==> src/inc/dtef_pkg.sv <==
package dtef_pkg;

  ////////////////////////////////////////////////////////////////////////////////
  // Clocking and bit cell timing
  localparam int SYS_CLK_MHZ = 250;
  localparam int FM_RATE_KBPS = 250;
  localparam int MFM_RATE_KBPS = 500;
  localparam int FM_HALF_CELL = SYS_CLK_MHZ * 1000 / FM_RATE_KBPS / 2;
  localparam int MFM_HALF_CELL = SYS_CLK_MHZ * 1000 / MFM_RATE_KBPS / 2;
  localparam logic [9:0] FM_HALF_LAST = 10'(FM_HALF_CELL - 1);
  localparam logic [9:0] MFM_HALF_LAST = 10'(MFM_HALF_CELL - 1);
  localparam logic [2:0] LAST_BIT = 3'h7;

  ////////////////////////////////////////////////////////////////////////////////
  // Encoding modes and formatter states
  typedef enum logic [1:0] {
    DTEF_FM = 2'b00,
    DTEF_MFM = 2'b01,
    DTEF_M2FM = 2'b10
  } dtef_mode_t;

  typedef enum logic [4:0] {
    ST_IDLE = 5'b00000, ST_WAIT_IDX = 5'b00001, ST_GAP4A = 5'b00010, ST_SYNC_I = 5'b00011,
    ST_PRE_I = 5'b00100, ST_IAM = 5'b00101, ST_GAP1 = 5'b00110, ST_WAIT_SEC = 5'b00111,
    ST_SYNC_ID = 5'b01000, ST_PRE_ID = 5'b01001, ST_IDAM = 5'b01010, ST_IDB = 5'b01011,
    ST_IDCRC = 5'b01100, ST_GAP2 = 5'b01101, ST_SYNC_D = 5'b01110, ST_PRE_D = 5'b01111,
    ST_DAM = 5'b10000, ST_DATA = 5'b10001, ST_DCRC = 5'b10010, ST_WGOFF = 5'b10011,
    ST_GAP3 = 5'b10100, ST_GAP4B = 5'b10101
  } dtef_state_t;

  typedef struct packed {
    logic [6:0] track;
    logic head;
    logic [5:0] record;
    logic [1:0] len_code;
  } dtef_id_t;

  ////////////////////////////////////////////////////////////////////////////////
  // Field bytes and clock patterns
  localparam logic [7:0] BYTE_SYNC = 8'h00;
  localparam logic [7:0] FILL_FM = 8'hFF;
  localparam logic [7:0] FILL_MFM = 8'h4E;
  localparam logic [7:0] BYTE_C2 = 8'hC2;
  localparam logic [7:0] BYTE_A1 = 8'hA1;
  localparam logic [7:0] CLK_C2 = 8'h14;
  localparam logic [7:0] CLK_A1 = 8'h0A;
  localparam logic [7:0] MARK_INDEX = 8'hFC;
  localparam logic [7:0] MARK_ID = 8'hFE;
  localparam logic [7:0] MARK_DATA = 8'hFB;
  localparam logic [7:0] MARK_DELETED = 8'hF8;
  localparam logic [7:0] CLK_FM_INDEX = 8'hD7;
  localparam logic [7:0] CLK_FM_MARK = 8'hC7;

  ////////////////////////////////////////////////////////////////////////////////
  // Field lengths, as last count value except DATA_BASE in bytes, then start and revolution limits
  localparam logic [10:0] GAP4A_LAST_FM = 11'h027;
  localparam logic [10:0] GAP4A_LAST_MFM = 11'h04F;
  localparam logic [10:0] SYNC_LAST_FM = 11'h005;
  localparam logic [10:0] SYNC_LAST_MFM = 11'h00B;
  localparam logic [10:0] GAP1_LAST_FM = 11'h019;
  localparam logic [10:0] GAP1_LAST_MFM = 11'h031;
  localparam logic [10:0] GAP2_LAST_FM = 11'h00A;
  localparam logic [10:0] GAP2_LAST_MFM = 11'h015;
  localparam logic [10:0] GAP3_LAST_FM = 11'h01A;
  localparam logic [10:0] GAP3_LAST_MFM = 11'h035;
  localparam logic [10:0] PRE_LAST = 11'h002;
  localparam logic [10:0] ID_LAST = 11'h003;
  localparam logic [10:0] CRC_LAST = 11'h001;
  localparam logic [10:0] DATA_BASE = 11'h080;
  localparam logic [6:0] MAX_TRACK = 7'h4C;
  localparam logic [5:0] MAX_HARD_RECORDS = 6'h20;
  localparam logic [3:0] REV_LIMIT = 4'hF;

  ////////////////////////////////////////////////////////////////////////////////
  // CRC, x^16+x^12+x^5+1, preset to all ones
  localparam logic [15:0] CRC_POLY = 16'h1021;
  localparam logic [15:0] CRC_PRESET = 16'hFFFF;

  function automatic logic [15:0] crc_byte(input logic [15:0] crc, input logic [7:0] data);
    logic [15:0] c;
    c = crc;
    for (int i = 7; i >= 0; i--) begin
      c = (c[15] ^ data[i]) ? ((c << 1) ^ CRC_POLY) : (c << 1);
    end
    return c;
  endfunction : crc_byte

endpackage : dtef_pkg

==> src/dtef_formatter.sv <==
`timescale 1ns/10ps

////////////////////////////////////////////////////////////////////////////////
// Data FIFO between host and serializer
module dtef_fifo #(
  parameter int WIDTH = 8,
  parameter int DEPTH = 16
) (
  input wire logic sys_clk_i,
  input wire logic nrst_i,
  input wire logic [WIDTH-1:0] in_data_i,
  input wire logic in_valid_i,
  output logic in_ready_o,
  output logic [WIDTH-1:0] out_data_o,
  output logic out_valid_o,
  input wire logic out_ready_i
);
  localparam int AW = $clog2(DEPTH);
  logic [WIDTH-1:0] mem [DEPTH];
  logic [AW-1:0] wr_ptr_reg, wr_ptr_next, rd_ptr_reg, rd_ptr_next;
  logic [AW:0] count_reg, count_next;
  logic ready_reg, ready_next, valid_reg, valid_next;
  logic push, pop;

  always_comb begin
    push = in_valid_i & ready_reg;
    pop = out_ready_i & valid_reg;
    wr_ptr_next = push ? AW'(wr_ptr_reg + 1'b1) : wr_ptr_reg;
    rd_ptr_next = pop ? AW'(rd_ptr_reg + 1'b1) : rd_ptr_reg;
    count_next = (AW+1)'(count_reg + {{AW{1'b0}}, push} - {{AW{1'b0}}, pop});
    ready_next = count_next != (AW+1)'(DEPTH);
    valid_next = count_next != '0;
  end

  always_ff @(posedge sys_clk_i) begin
    if (!nrst_i) begin
      wr_ptr_reg <= '0;
      rd_ptr_reg <= '0;
      count_reg <= '0;
      ready_reg <= 1'b0;
      valid_reg <= 1'b0;
    end else begin
      wr_ptr_reg <= wr_ptr_next;
      rd_ptr_reg <= rd_ptr_next;
      count_reg <= count_next;
      ready_reg <= ready_next;
      valid_reg <= valid_next;
    end
  end

  always_ff @(posedge sys_clk_i) begin
    if (push) begin
      mem[wr_ptr_reg] <= in_data_i;
    end
  end

  assign in_ready_o = ready_reg;
  assign out_valid_o = valid_reg;
  assign out_data_o = mem[rd_ptr_reg];
endmodule : dtef_fifo

////////////////////////////////////////////////////////////////////////////////
module dtef_formatter (
  input wire logic sys_clk_i,
  input wire logic nrst_i,
  input wire dtef_pkg::dtef_mode_t mode_i,
  input wire logic hard_sector_i,
  input wire logic update_i,
  input wire logic deleted_i,
  input wire logic start_i,
  input wire logic [6:0] track_i,
  input wire logic side_i,
  input wire logic [5:0] rec_count_i,
  input wire logic [1:0] len_code_i,
  input wire logic index_i,
  input wire logic sector_i,
  input wire logic [7:0] din_data_i,
  input wire logic din_valid_i,
  output logic din_ready_o,
  output logic write_data_o,
  output logic write_gate_o,
  output logic side_o,
  output logic busy_o,
  output logic ready_o,
  output logic refused_o,
  output logic underrun_o,
  output logic idle_revs_o
);
  dtef_pkg::dtef_state_t st_reg, st_next;
  dtef_pkg::dtef_mode_t mode_reg, mode_next;
  dtef_pkg::dtef_id_t id_reg, id_next;
  logic [10:0] cnt_reg, cnt_next;
  logic [5:0] recs_reg, recs_next;
  logic [15:0] crc_reg, crc_next;
  logic [3:0] revs_reg, revs_next;
  logic hard_reg, hard_next, upd_reg, upd_next, del_reg, del_next;
  logic gate_reg, gate_next, ready_reg, ready_next, ref_reg, ref_next;
  logic unr_reg, unr_next, idle_reg, idle_next, busy_reg, busy_next;
  logic idx_prev_reg, sec_prev_reg, idx_flag_reg, idx_flag_next, sec_flag_reg, sec_flag_next;
  logic [9:0] div_reg, div_next;
  logic phase_reg, phase_next, pd_reg, pd_next, pc_reg, pc_next, wd_reg, wd_next;
  logic [2:0] bit_reg, bit_next;
  logic [7:0] cur_byte, clk_pat, fill;
  logic forced, mfm, active, tick, byte_done, dbit, cbit, idx_edge, sec_edge;
  logic [10:0] sync_last, gap_last;
  logic [7:0] fifo_data;
  logic fifo_valid, fifo_pop, bad_start;

  dtef_fifo #(.WIDTH(8), .DEPTH(16)) u_fifo (
    .sys_clk_i(sys_clk_i),
    .nrst_i(nrst_i),
    .in_data_i(din_data_i),
    .in_valid_i(din_valid_i),
    .in_ready_o(din_ready_o),
    .out_data_o(fifo_data),
    .out_valid_o(fifo_valid),
    .out_ready_i(fifo_pop)
  );

  ////////////////////////////////////////////////////////////////////////////////
  // Byte presented to the serializer, held stable for the whole byte unless an empty FIFO fills mid-byte in ST_DATA
  always_comb begin
    mfm = mode_reg != dtef_pkg::DTEF_FM;
    fill = mfm ? dtef_pkg::FILL_MFM : dtef_pkg::FILL_FM;
    sync_last = mfm ? dtef_pkg::SYNC_LAST_MFM : dtef_pkg::SYNC_LAST_FM;
    cur_byte = fill;
    clk_pat = '0;
    forced = 1'b0;
    case (st_reg)
      dtef_pkg::ST_SYNC_I, dtef_pkg::ST_SYNC_ID, dtef_pkg::ST_SYNC_D: cur_byte = dtef_pkg::BYTE_SYNC;
      dtef_pkg::ST_PRE_I: begin
        cur_byte = dtef_pkg::BYTE_C2;
        clk_pat = dtef_pkg::CLK_C2;
        forced = 1'b1;
      end
      dtef_pkg::ST_PRE_ID, dtef_pkg::ST_PRE_D: begin
        cur_byte = dtef_pkg::BYTE_A1;
        clk_pat = dtef_pkg::CLK_A1;
        forced = 1'b1;
      end
      dtef_pkg::ST_IAM: begin
        cur_byte = dtef_pkg::MARK_INDEX;
        clk_pat = dtef_pkg::CLK_FM_INDEX;
        forced = !mfm;
      end
      dtef_pkg::ST_IDAM: begin
        cur_byte = dtef_pkg::MARK_ID;
        clk_pat = dtef_pkg::CLK_FM_MARK;
        forced = !mfm;
      end
      dtef_pkg::ST_DAM: begin
        cur_byte = del_reg ? dtef_pkg::MARK_DELETED : dtef_pkg::MARK_DATA;
        clk_pat = dtef_pkg::CLK_FM_MARK;
        forced = !mfm;
      end
      dtef_pkg::ST_IDB: begin
        case (cnt_reg[1:0])
          2'h0: cur_byte = {1'b0, id_reg.track};
          2'h1: cur_byte = {7'h00, id_reg.head};
          2'h2: cur_byte = {2'h0, id_reg.record};
          default: cur_byte = {6'h00, id_reg.len_code};
        endcase
      end
      dtef_pkg::ST_IDCRC, dtef_pkg::ST_DCRC: cur_byte = cnt_reg[0] ? crc_reg[7:0] : crc_reg[15:8];
      dtef_pkg::ST_DATA: cur_byte = fifo_valid ? fifo_data : dtef_pkg::BYTE_SYNC;
      default: cur_byte = fill;
    endcase
  end

  ////////////////////////////////////////////////////////////////////////////////
  // Serializer: clock slot then data slot per cell, MSB first
  always_comb begin
    active = (st_reg != dtef_pkg::ST_IDLE) && (st_reg != dtef_pkg::ST_WAIT_IDX);
    tick = active && (div_reg == (mfm ? dtef_pkg::MFM_HALF_LAST : dtef_pkg::FM_HALF_LAST));
    byte_done = tick && phase_reg && (bit_reg == dtef_pkg::LAST_BIT);
    dbit = cur_byte[3'(dtef_pkg::LAST_BIT - bit_reg)];
    case (mode_reg)
      dtef_pkg::DTEF_FM: cbit = 1'b1;
      dtef_pkg::DTEF_MFM: cbit = !pd_reg && !dbit;
      default: cbit = !pd_reg && !pc_reg && !dbit;
    endcase
    if (forced) begin
      cbit = clk_pat[3'(dtef_pkg::LAST_BIT - bit_reg)];
    end
    div_next = (!active || tick) ? '0 : 10'(div_reg + 1'b1);
    phase_next = active ? (phase_reg ^ tick) : 1'b0;
    bit_next = !active ? '0 : ((tick && phase_reg) ? 3'(bit_reg + 1'b1) : bit_reg);
    pd_next = (tick && phase_reg) ? dbit : pd_reg;
    pc_next = (tick && !phase_reg) ? cbit : pc_reg;
    // No pulse in the cycle the gate falls, so the drive never sees an unguarded transition
    wd_next = tick && gate_reg && gate_next && (phase_reg ? dbit : cbit);
  end

  always_ff @(posedge sys_clk_i) begin
    if (!nrst_i) begin
      div_reg <= '0;
      phase_reg <= 1'b0;
      bit_reg <= '0;
      pd_reg <= 1'b0;
      pc_reg <= 1'b0;
      wd_reg <= 1'b0;
    end else begin
      div_reg <= div_next;
      phase_reg <= phase_next;
      bit_reg <= bit_next;
      pd_reg <= pd_next;
      pc_reg <= pc_next;
      wd_reg <= wd_next;
    end
  end

  ////////////////////////////////////////////////////////////////////////////////
  // Track sequencer
  always_comb begin
    idx_edge = index_i && !idx_prev_reg;
    sec_edge = sector_i && !sec_prev_reg;
    // A zero count means 64 records, more than a hard track holds
    bad_start = (track_i > dtef_pkg::MAX_TRACK) || (hard_sector_i &&
      (rec_count_i > dtef_pkg::MAX_HARD_RECORDS || rec_count_i == '0));
    st_next = st_reg;
    cnt_next = byte_done ? 11'(cnt_reg + 1'b1) : cnt_reg;
    mode_next = mode_reg;
    {id_next, recs_next, hard_next, upd_next, del_next} = {id_reg, recs_reg, hard_reg, upd_reg, del_reg};
    gate_next = gate_reg;
    crc_next = crc_reg;
    ready_next = ready_reg | idx_edge;
    ref_next = ref_reg;
    unr_next = unr_reg;
    idx_flag_next = idx_flag_reg;
    sec_flag_next = sec_flag_reg;
    fifo_pop = 1'b0;
    gap_last = '0;
    revs_next = (st_reg == dtef_pkg::ST_IDLE && idx_edge && revs_reg != dtef_pkg::REV_LIMIT) ? 4'(revs_reg + 1'b1) : revs_reg;
    idle_next = revs_reg == dtef_pkg::REV_LIMIT;
    if (byte_done) begin
      case (st_reg)
        dtef_pkg::ST_SYNC_I, dtef_pkg::ST_SYNC_ID, dtef_pkg::ST_SYNC_D: crc_next = dtef_pkg::CRC_PRESET;
        dtef_pkg::ST_PRE_ID, dtef_pkg::ST_PRE_D, dtef_pkg::ST_IDAM, dtef_pkg::ST_IDB, dtef_pkg::ST_DAM,
        dtef_pkg::ST_DATA: crc_next = dtef_pkg::crc_byte(crc_reg, cur_byte);
        default: crc_next = crc_reg;
      endcase
    end
    case (st_reg)
      dtef_pkg::ST_IDLE: begin
        if (start_i) begin
          ref_next = bad_start;
          revs_next = '0;
          if (!bad_start) begin
            st_next = dtef_pkg::ST_WAIT_IDX;
            mode_next = mode_i;
            hard_next = hard_sector_i;
            upd_next = update_i;
            del_next = deleted_i;
            recs_next = rec_count_i;
            id_next = '{track: track_i, head: side_i, record: '0, len_code: len_code_i};
          end
        end
      end
      dtef_pkg::ST_WAIT_IDX: begin
        cnt_next = '0;
        if (idx_edge) begin
          st_next = hard_reg ? dtef_pkg::ST_WAIT_SEC : dtef_pkg::ST_GAP4A;
          gate_next = !upd_reg;
          unr_next = 1'b0;
          sec_flag_next = 1'b0;
        end
      end
      default: begin
        if (byte_done) begin
          case (st_reg)
            dtef_pkg::ST_GAP4A: gap_last = mfm ? dtef_pkg::GAP4A_LAST_MFM : dtef_pkg::GAP4A_LAST_FM;
            dtef_pkg::ST_GAP1: gap_last = mfm ? dtef_pkg::GAP1_LAST_MFM : dtef_pkg::GAP1_LAST_FM;
            dtef_pkg::ST_GAP2: gap_last = mfm ? dtef_pkg::GAP2_LAST_MFM : dtef_pkg::GAP2_LAST_FM;
            dtef_pkg::ST_GAP3: gap_last = mfm ? dtef_pkg::GAP3_LAST_MFM : dtef_pkg::GAP3_LAST_FM;
            dtef_pkg::ST_SYNC_I, dtef_pkg::ST_SYNC_ID, dtef_pkg::ST_SYNC_D: gap_last = sync_last;
            dtef_pkg::ST_PRE_I, dtef_pkg::ST_PRE_ID, dtef_pkg::ST_PRE_D: gap_last = dtef_pkg::PRE_LAST;
            dtef_pkg::ST_IDB: gap_last = dtef_pkg::ID_LAST;
            dtef_pkg::ST_IDCRC, dtef_pkg::ST_DCRC: gap_last = dtef_pkg::CRC_LAST;
            dtef_pkg::ST_DATA: gap_last = 11'((dtef_pkg::DATA_BASE << id_reg.len_code) - 1'b1);
            default: gap_last = '0;
          endcase
          if (st_reg == dtef_pkg::ST_DATA) begin
            fifo_pop = fifo_valid;
            unr_next = unr_reg | !fifo_valid;
          end
          if (cnt_reg == gap_last) begin
            cnt_next = '0;
            case (st_reg)
              dtef_pkg::ST_GAP4A: st_next = dtef_pkg::ST_SYNC_I;
              dtef_pkg::ST_SYNC_I: st_next = mfm ? dtef_pkg::ST_PRE_I : dtef_pkg::ST_IAM;
              dtef_pkg::ST_PRE_I: st_next = dtef_pkg::ST_IAM;
              dtef_pkg::ST_IAM: st_next = dtef_pkg::ST_GAP1;
              dtef_pkg::ST_GAP1: st_next = dtef_pkg::ST_SYNC_ID;
              dtef_pkg::ST_WAIT_SEC: begin
                if (sec_flag_reg) begin
                  st_next = dtef_pkg::ST_SYNC_ID;
                  sec_flag_next = 1'b0;
                end
              end
              dtef_pkg::ST_SYNC_ID: st_next = mfm ? dtef_pkg::ST_PRE_ID : dtef_pkg::ST_IDAM;
              dtef_pkg::ST_PRE_ID: st_next = dtef_pkg::ST_IDAM;
              dtef_pkg::ST_IDAM: st_next = dtef_pkg::ST_IDB;
              dtef_pkg::ST_IDB: st_next = dtef_pkg::ST_IDCRC;
              dtef_pkg::ST_IDCRC: st_next = dtef_pkg::ST_GAP2;
              dtef_pkg::ST_GAP2: begin
                st_next = dtef_pkg::ST_SYNC_D;
                gate_next = 1'b1;
              end
              dtef_pkg::ST_SYNC_D: st_next = mfm ? dtef_pkg::ST_PRE_D : dtef_pkg::ST_DAM;
              dtef_pkg::ST_PRE_D: st_next = dtef_pkg::ST_DAM;
              dtef_pkg::ST_DAM: st_next = dtef_pkg::ST_DATA;
              dtef_pkg::ST_DATA: st_next = dtef_pkg::ST_DCRC;
              dtef_pkg::ST_DCRC: st_next = dtef_pkg::ST_WGOFF;
              dtef_pkg::ST_WGOFF: begin
                st_next = dtef_pkg::ST_GAP3;
                gate_next = !upd_reg;
              end
              dtef_pkg::ST_GAP3: begin
                id_next.record = 6'(id_reg.record + 1'b1);
                if (6'(id_reg.record + 1'b1) == recs_reg) begin
                  st_next = dtef_pkg::ST_GAP4B;
                end else begin
                  st_next = hard_reg ? dtef_pkg::ST_WAIT_SEC : dtef_pkg::ST_SYNC_ID;
                end
              end
              dtef_pkg::ST_GAP4B: begin
                if (idx_flag_reg) begin
                  st_next = dtef_pkg::ST_IDLE;
                  gate_next = 1'b0;
                end
              end
              default: st_next = dtef_pkg::ST_IDLE;
            endcase
          end
        end
      end
    endcase
    if (st_next == dtef_pkg::ST_IDLE || st_reg == dtef_pkg::ST_WAIT_IDX) begin
      idx_flag_next = 1'b0;
    end
    // A pulse in the clearing cycle still counts, except in ST_WAIT_IDX, where the edge starts the track
    idx_flag_next = idx_flag_next | (idx_edge && st_reg != dtef_pkg::ST_WAIT_IDX);
    sec_flag_next = sec_flag_next | sec_edge;
    busy_next = st_next != dtef_pkg::ST_IDLE;
  end

  always_ff @(posedge sys_clk_i) begin
    if (!nrst_i) begin
      st_reg <= dtef_pkg::ST_IDLE;
      mode_reg <= dtef_pkg::DTEF_FM;
      id_reg <= '0;
      {cnt_reg, recs_reg, crc_reg, revs_reg} <= '0;
      {hard_reg, upd_reg, del_reg, gate_reg, ready_reg, ref_reg, unr_reg, idle_reg, busy_reg} <= '0;
      {idx_prev_reg, sec_prev_reg, idx_flag_reg, sec_flag_reg} <= '0;
    end else begin
      st_reg <= st_next;
      mode_reg <= mode_next;
      id_reg <= id_next;
      {cnt_reg, recs_reg, crc_reg, revs_reg} <= {cnt_next, recs_next, crc_next, revs_next};
      {hard_reg, upd_reg, del_reg, gate_reg} <= {hard_next, upd_next, del_next, gate_next};
      {ready_reg, ref_reg, unr_reg, idle_reg, busy_reg} <= {ready_next, ref_next, unr_next, idle_next, busy_next};
      {idx_prev_reg, sec_prev_reg, idx_flag_reg, sec_flag_reg} <= {index_i, sector_i, idx_flag_next, sec_flag_next};
    end
  end

  assign write_data_o = wd_reg;
  assign write_gate_o = gate_reg;
  assign side_o = id_reg.head;
  assign busy_o = busy_reg;
  assign ready_o = ready_reg;
  assign refused_o = ref_reg;
  assign underrun_o = unr_reg;
  assign idle_revs_o = idle_reg;
endmodule : dtef_formatter

==> config.mk <==
export PLATFORM = sky130hd
export DESIGN_NAME = dtef_formatter
export DESIGN_NICKNAME = d
export VERILOG_FILES = /design/src/inc/dtef_pkg.sv /design/src/dtef_formatter.sv
export SDC_FILE = /design/constraint.sdc
export NUM_CORES = 1
export LEC_CHECK = 0
export BUFFER_PORTS_ARGS = -buffer_cell sky130_fd_sc_hd__clkbuf_2
export CAP_MARGIN = 20
export CORE_MARGIN = 5
export CORE_UTILIZATION = 55
export CTS_BUF_LIST = sky130_fd_sc_hd__clkbuf_4 sky130_fd_sc_hd__clkbuf_8
export DETAILED_ROUTE_END_ITERATION = 8
export PLACE_DENSITY_LB_ADDON = 0.25
export SLEW_MARGIN = 5
export SYNTH_ARGS = -nofsm -noshare
export SYNTH_HDL_FRONTEND = slang
export SYNTH_SLANG_ARGS = --single-unit
==> constraint.sdc <==
create_clock -name sys_clk_i -period 4.9 [get_ports sys_clk_i]
set_clock_uncertainty 0.2 [all_clocks]
set_input_delay 0.245 -clock sys_clk_i [delete_from_list [all_inputs] [get_ports sys_clk_i]]
set_output_delay 0.245 -clock sys_clk_i [all_outputs]
set_load 0.1 [all_outputs]
Yosys cells after proc, flatten, opt, wreduce, memory -nomap -nowiden

Memory sizes are Yosys's and may differ from the RTL's. A register that Yosys moved wholly into a read port is not among the register bits.
Index checks and enable logic that the tools add are counted.

Output and inout bits: 9
Bits in writable memories: 128
Word-level logic and storage cells: 257
Memories: 1
Register bits after elaboration: 105
Input bits: 35

Memory list:

| name       | words | bits a word | rd ports | clocked after Yosys merged registers in | wr ports | line                 | RTL |
|---|---|---|---|---|---|---|---|
| u_fifo.mem | 16    | 8           | 1        | 1                                       | 1        | dtef_formatter.sv:19 | `logic [WIDTH-1:0] mem [DEPTH];` |

Shift operators: 1
Eq/ne operators: 35
Reduce and logical (&&, ||, !) cells: 61
Bitwise gates (word level): 27
Add/subtract/negate cells: 11
Muxes and demuxes: 84
$lt $le $gt $ge: 3

Operators by type and width:

| operator              | count |
|---|---|
| $mux 13               | 8 |
| $pmux 5 s20           | 1 |
| $pmux 11 s9           | 1 |
| $pmux 8 s9            | 1 |
| $mux 11               | 5 |
| $mux 5                | 10 |
| $eq 5x4->1 const B    | 8 |
| $mux 8                | 5 |
| $pmux 16 s2           | 1 |
| $pmux 8 s4            | 1 |
| $eq 5x5->1 const B    | 6 |
| $mux 6                | 5 |
| $mux 4                | 7 |
| $not 3->3             | 8 |
| $mux 1                | 22 |
| $pmux 11 s2           | 1 |
| $pmux 7 s3            | 1 |
| $eq 5x3->1 const B    | 4 |
| $logic_and 1x1->1     | 17 |
| $reduce_bool 5->1     | 3 |
| $reduce_bool 2->1     | 7 |
| $add 4x1->4 const B   | 3 |
| $pmux 6 s2            | 1 |
| $add 11x1->11 const B | 1 |
| 48 further kinds      | 95 |

Depth between registers and ports, before layout

Depth after elaboration: 20
Mapped depth: 20

By module

From an unflattened synthesis, not the netlist that was laid out.

Cells, all modules: 1052
Area total of the unflattened synthesis: 11898.9 µm²

By module, submodules not included:

| module         | area an instance (µm²) | sequential area each (µm²) | cells an instance | times used |
|---|---|---|---|---|
| dtef_formatter | 6078.3                 | 1801.7                     | 738               | 1 |
| dtef_fifo      | 5820.6                 | 4224.1                     | 314               | 1 |

Worst setup path after synthesis

No wires, ideal clock.

Path kind: register to register
From: register st_reg[4]
To: register u_fifo.valid_reg, in the netlist u_fifo.out_valid_o
Arrival: 3.946 ns
Data required time: 4.573 ns
Path slack: 0.626 ns
Stages on the path, launching flop included: 20
Cell sequence: dfxtp_1 buf_2 buf_2 buf_2 buf_1 nor3_1 nor2_1 ha_1 clkbuf_1 nand2_1 nor2_1 ha_1 inv_1 ha_1 fa_1 a21o_1 a21oi_1 xnor2_1 and2_1 nand2b_1

Cells in the longest elaborated chain, start to end: 10
Elaborated cells between the ends (all ways): 16
Those cells by class: add/sub: 1; eq/ne: 3; mux: 3; bitwise: 1; reduce/logical: 8

RTL lines:

| element                                                | line                  | RTL |
|---|---|---|
| from (decl)                                            | dtef_formatter.sv:89  | `dtef_pkg::dtef_state_t st_reg, st_next;` |
| from (signal assigned)                                 | dtef_formatter.sv:349 | `st_reg <= dtef_pkg::ST_IDLE;` |
| from (signal assigned)                                 | dtef_formatter.sv:356 | `st_reg <= st_next;` |
| $ne 5x1->1 / $reduce_bool 5->1 (equally long branches) | dtef_formatter.sv:173 | `active = (st_reg != dtef_pkg::ST_IDLE) && (st_reg != dtef_pkg::ST_WAIT_IDX);` |
| $logic_and 1x1->1                                      | dtef_formatter.sv:173 |  |
| $logic_and 1x1->1                                      | dtef_formatter.sv:174 | `tick = active && (div_reg == (mfm ? dtef_pkg::MFM_HALF_LAST : dtef_pkg::FM_HALF_LAST));` |
| $logic_and 1x1->1 (2 in a row)                         | dtef_formatter.sv:175 | `byte_done = tick && phase_reg && (bit_reg == dtef_pkg::LAST_BIT);` |
| $mux 1                                                 | dtef_formatter.sv:269 | `if (byte_done) begin` |
| $mux 1 *                                               | dtef_formatter.sv:243 | `case (st_reg)` |
| $and 1x1->1 *                                          | dtef_formatter.sv:27  | `pop = out_ready_i & valid_reg;` |
| named net u_fifo.pop                                   | dtef_formatter.sv:23  | `logic push, pop;` |
| $sub 5x1->5 *                                          | dtef_formatter.sv:30  | `count_next = (AW+1)'(count_reg + {{AW{1'b0}}, push} - {{AW{1'b0}}, pop});` |
| $reduce_bool 5->1 *                                    | dtef_formatter.sv:32  | `valid_next = count_next != '0;` |
| to (signal assigned)                                   | dtef_formatter.sv:47  | `valid_reg <= valid_next;` |
| to (decl)                                              | dtef_formatter.sv:22  | `logic ready_reg, ready_next, valid_reg, valid_next;` |

Mark *: on every way through the listed nets, which the timed path passes. The rest lies on a longest branch.
A chain may end at the register's enable or synchronous reset.

Final worst setup path

From: register mode_reg[1]
To: register u_fifo.valid_reg, in the netlist u_fifo.out_valid_o

Cells in the longest elaborated chain, start to end: 11

RTL lines:

| element                        | line                  | RTL |
|---|---|---|
| from (decl)                    | dtef_formatter.sv:90  | `dtef_pkg::dtef_mode_t mode_reg, mode_next;` |
| from (signal assigned)         | dtef_formatter.sv:350 | `mode_reg <= dtef_pkg::DTEF_FM;` |
| from (signal assigned)         | dtef_formatter.sv:357 | `mode_reg <= mode_next;` |
| $reduce_bool 2->1              | dtef_formatter.sv:123 | `mfm = mode_reg != dtef_pkg::DTEF_FM;` |
| $mux 9                         | dtef_formatter.sv:174 |  |
| $eq 10x9->1                    | dtef_formatter.sv:174 |  |
| $logic_and 1x1->1              | dtef_formatter.sv:174 |  |
| $logic_and 1x1->1 (2 in a row) | dtef_formatter.sv:175 |  |
| $mux 1                         | dtef_formatter.sv:269 |  |
| $mux 1                         | dtef_formatter.sv:243 |  |
| $and 1x1->1                    | dtef_formatter.sv:27  |  |
| named net u_fifo.pop           | dtef_formatter.sv:23  |  |
| $sub 5x1->5                    | dtef_formatter.sv:30  |  |
| $reduce_bool 5->1              | dtef_formatter.sv:32  |  |

The timed path passes the listed nets, and every way through them passes these cells.

==> run_results.csv <==
group,metric,value,unit
setup_path,cp-start-kind,"register",
clock_tree,cts_max_level,2,
clock_tree,cts-resized-gates,0,
sta,tightest_slew,1.12,ns
drt,drt-total-wl,30400,um
finish,drive_gt1_share,15.0,%
clock_tree,clk_latency,0.57,ns
yosys,ys.flop_type,"edfxtp_1",
yosys,synth_common_cells,"nor2_1 (129), edfxtp_1 (128), dfxtp_1 (109)",
sta,hold_viol_final,0,
floorplanning,rows,54,
yosys,yosysWarnings,0,
finish,n_fill_cell,1742,
global_route,grt.total_usage,25.0,%
power_and_ir_drop,p_leak,4.80,nW
run,cap_violations,0,
floorplanning,fp.dieH,158,um
global_route,grt_pass1_wl,48600,um
finish,n_antenna_cell,0,
yosys,netlist_area,0.0120,mm2
clock_tree,cts_buffer_depth,3,
drt,routed-via-count,9048,
drt,routedWlPerCell,20.3,um
yosys,yosysUniqueCellTypes,93,
run_status,status,"finished clean",
placement,gp_congestion,0.962,
yosys,syn_area_per_cell,10.7,um2
min_path,hp-class,"input port to register",
yosys,synth-edff-count,128,
power_and_ir_drop,vdd_drop_max,253,uV
floorplanning,die_area,0.0249,mm2
global_route,grt.overflow.total,0,
placement,port_buffers,43,
clock_tree,holdBufCountCts,32,
sta,period_share,87.6,%
drt,ant_nets,0,
finish,largest_reg_flops,128,
global_route,grt_max_degree,55,
floorplanning,io_pins,44,
finish,nets,1242,
global_route,grt_pass1_vias,9004,
yosys,syn_inst,1121,
sta,fin_ws,0.605,ns
yosys,yosys.area.top_type,"edfxtp_1",
sta,setup_tns,0,ns
yosys,synthesis.nets,1178,
clock_tree,post_cts_buffers,0,
sta,setup_violations,0,
global_route,antenna_found_initial,0,
sta,slew_violations,0,
clock_tree,cts.sinks,237,
yosys,synth_top_area_share,32.0,%
drt,drt-initial-drc-count,772,
power_and_ir_drop,power.total,0.00459,W
clock_tree,cts_tree,"yes",
yosys,synthMostInstantiatedCell,"nor2_1",
clock_tree,clockRootBuffer,"clkbuf_8",
floorplanning,core_area,0.0217,mm2
finish,fin_area,0.0136,mm2
sta,rsz0062_at_grt,"false",
placement,place_hpwl,20500,um
setup_path,worstPathRequired,5.14,ns
placement,place_ws,0.552,ns
clock_tree,cts_made_buffers,40,
floorplanning,fp.dieW,158,um
clock_tree,clkTransAtPathRegs,0.08,ns
sta,whs,0.0485,ns
setup_path,crit_type,"register to register",
power_and_ir_drop,power_density,338,mW/mm2
setup_path,critPathMaxFanout,14,
setup_path,arrival,4.54,ns
floorplanning,start_util,55.5,%
yosys,synth-async-reset-ratio,0,%
sta,max_freq,233,MHz
sta,period_needed,4.29,ns
placement,placed_cell_area,0.0124,mm2
setup_path,cp-end-kind,"register",
drt,via_per_inst,6.05,
yosys,ys_seq_area_share,50.1,%
yosys,synth_area_leaders,"edfxtp_1 (32%), dfxtp_1 (18%), mux2i_1 (4.9%)",
sta,relSlewSlack,24.9,%
yosys,synth-seq-cells,237,
finish,syn2layout_area_growth,12.8,%
drt,dr.pass1.iters,6,
drt,drc,0,
## path summary, 6_finish.rpt
path,startpoint,end,slack [ns],depth (start not counted)
worst max-delay path,mode_reg[1]$_SDFFE_PN0P_,u_fifo.out_valid_o$_SDFF_PN0_,0.61,16
worst min-delay path,nrst_i,crc_reg[12]$_SDFFE_PN0P_,0.05,4
worst max register to register,mode_reg[1]$_SDFFE_PN0P_,u_fifo.out_valid_o$_SDFF_PN0_,0.61,16
worst min register to register,ready_o$_SDFF_PN0_,ready_o$_SDFF_PN0_,0.28,2
## critical path, cell delays in order (launching register included)
cell and delay (ns):
dfxtp_1 0.40, or2_1 0.44, nor3_1 0.24, o2111ai_1 0.15, nor2_1 0.21, ha_1 0.36, nand2_1 0.19, nor2_1 0.37
ha_1 0.20, inv_1 0.04, ha_1 0.20, fa_1 0.43, a21o_1 0.21, a21oi_1 0.18, xnor2_1 0.10, and2_1 0.16
nand2b_1 0.13
## where the power goes
group | internal [W] | switching (W)
clock network | 0.00102 | 0.000840
registers | 0.00216 | 0.0000482
logic | 0.000200 | 0.000322
total | 0.00338 | 0.00121
## through the flow
| step | util, % | std cells |
|---|---|---|
| 3_5_place_dp | 57.2 | 1391 |
| 5_1_grt | 62.6 | 1495 |
| 3_3_place_gp | 57.1 | 1390 |
| 4_1_cts | 62.6 | 1495 |
| 2_1_floorplan | - | 1121 |
| 6_report | 62.6 | 1495 |
## area by class of cell
type,instances,area [um2],area share [%]
sequential,237,6030,44.4
clock buffer,51,671,4.94
clock inverter,21,174,1.28
timing repair buffer,94,682,5.03
tap,280,350,2.58
inverter,25,93.8,0.692
multi-input combinational,787,5570,41.1
## placed cells by master (no fill, tap or decap), types with 6 or more instances in the layout
| cell | n |
|---|---|
| nand2_1 | 67 |
| a31oi_1 | 10 |
| o21ai_0 | 54 |
| nand2b_1 | 13 |
| clkbuf_2 | 43 |
| o211ai_1 | 8 |
| ha_1 | 21 |
| mux2i_1 | 59 |
| xnor2_1 | 27 |
| xor2_1 | 41 |
| clkinv_2 | 8 |
| a211oi_1 | 8 |
| nand3_1 | 33 |
| o22ai_1 | 10 |
| mux4_2 | 22 |
| dlygate4sd3_1 | 32 |
| clkinv_1 | 7 |
| a22o_1 | 7 |
| nor2b_1 | 16 |
| nand4_1 | 14 |
| a21oi_1 | 58 |
| nor2_1 | 129 |
| edfxtp_1 | 128 |
| nand3b_1 | 6 |
| dfxtp_1 | 107 |
| a22oi_1 | 13 |
| nor4_1 | 8 |
| buf_4 | 18 |
| o31ai_1 | 6 |
| nor3_1 | 22 |
| nor3b_1 | 7 |
| inv_1 | 23 |
| clkbuf_8 | 46 |
| and2_1 | 10 |
## metal layers
| metal | part of all wire [%] | vias to the layer above | track usage (%) |
|---|---|---|---|
| li1 | - | 4284 | - |
| met1 | 41 | 4352 | 32.5 |
| met2 | 49 | 328 | 41.5 |
| met3 | 6.0 | 84 | 4.05 |
| met4 | 4.2 | 0 | 10.6 |
| met5 | 0 | - | 0 |
## cells by family (layout without fill, tap and decap cells)
logic type / Yosys count / count (layout) / synth area share (%)
adders and majority gates: 22 / 22 / 2.35
muxes: 87 / 87 / 9.59
and+or+nand+nor: 377 / 377 / 16.3
DFF: 237 / 237 / 50.1
AOI/OAI and AO/OA: 230 / 230 / 12.6
xor gates and xnor gates: 71 / 71 / 5.41
buffers and inverters: 97 / 191 / 3.69
Note: power is estimated with default switching activity, not from simulation.
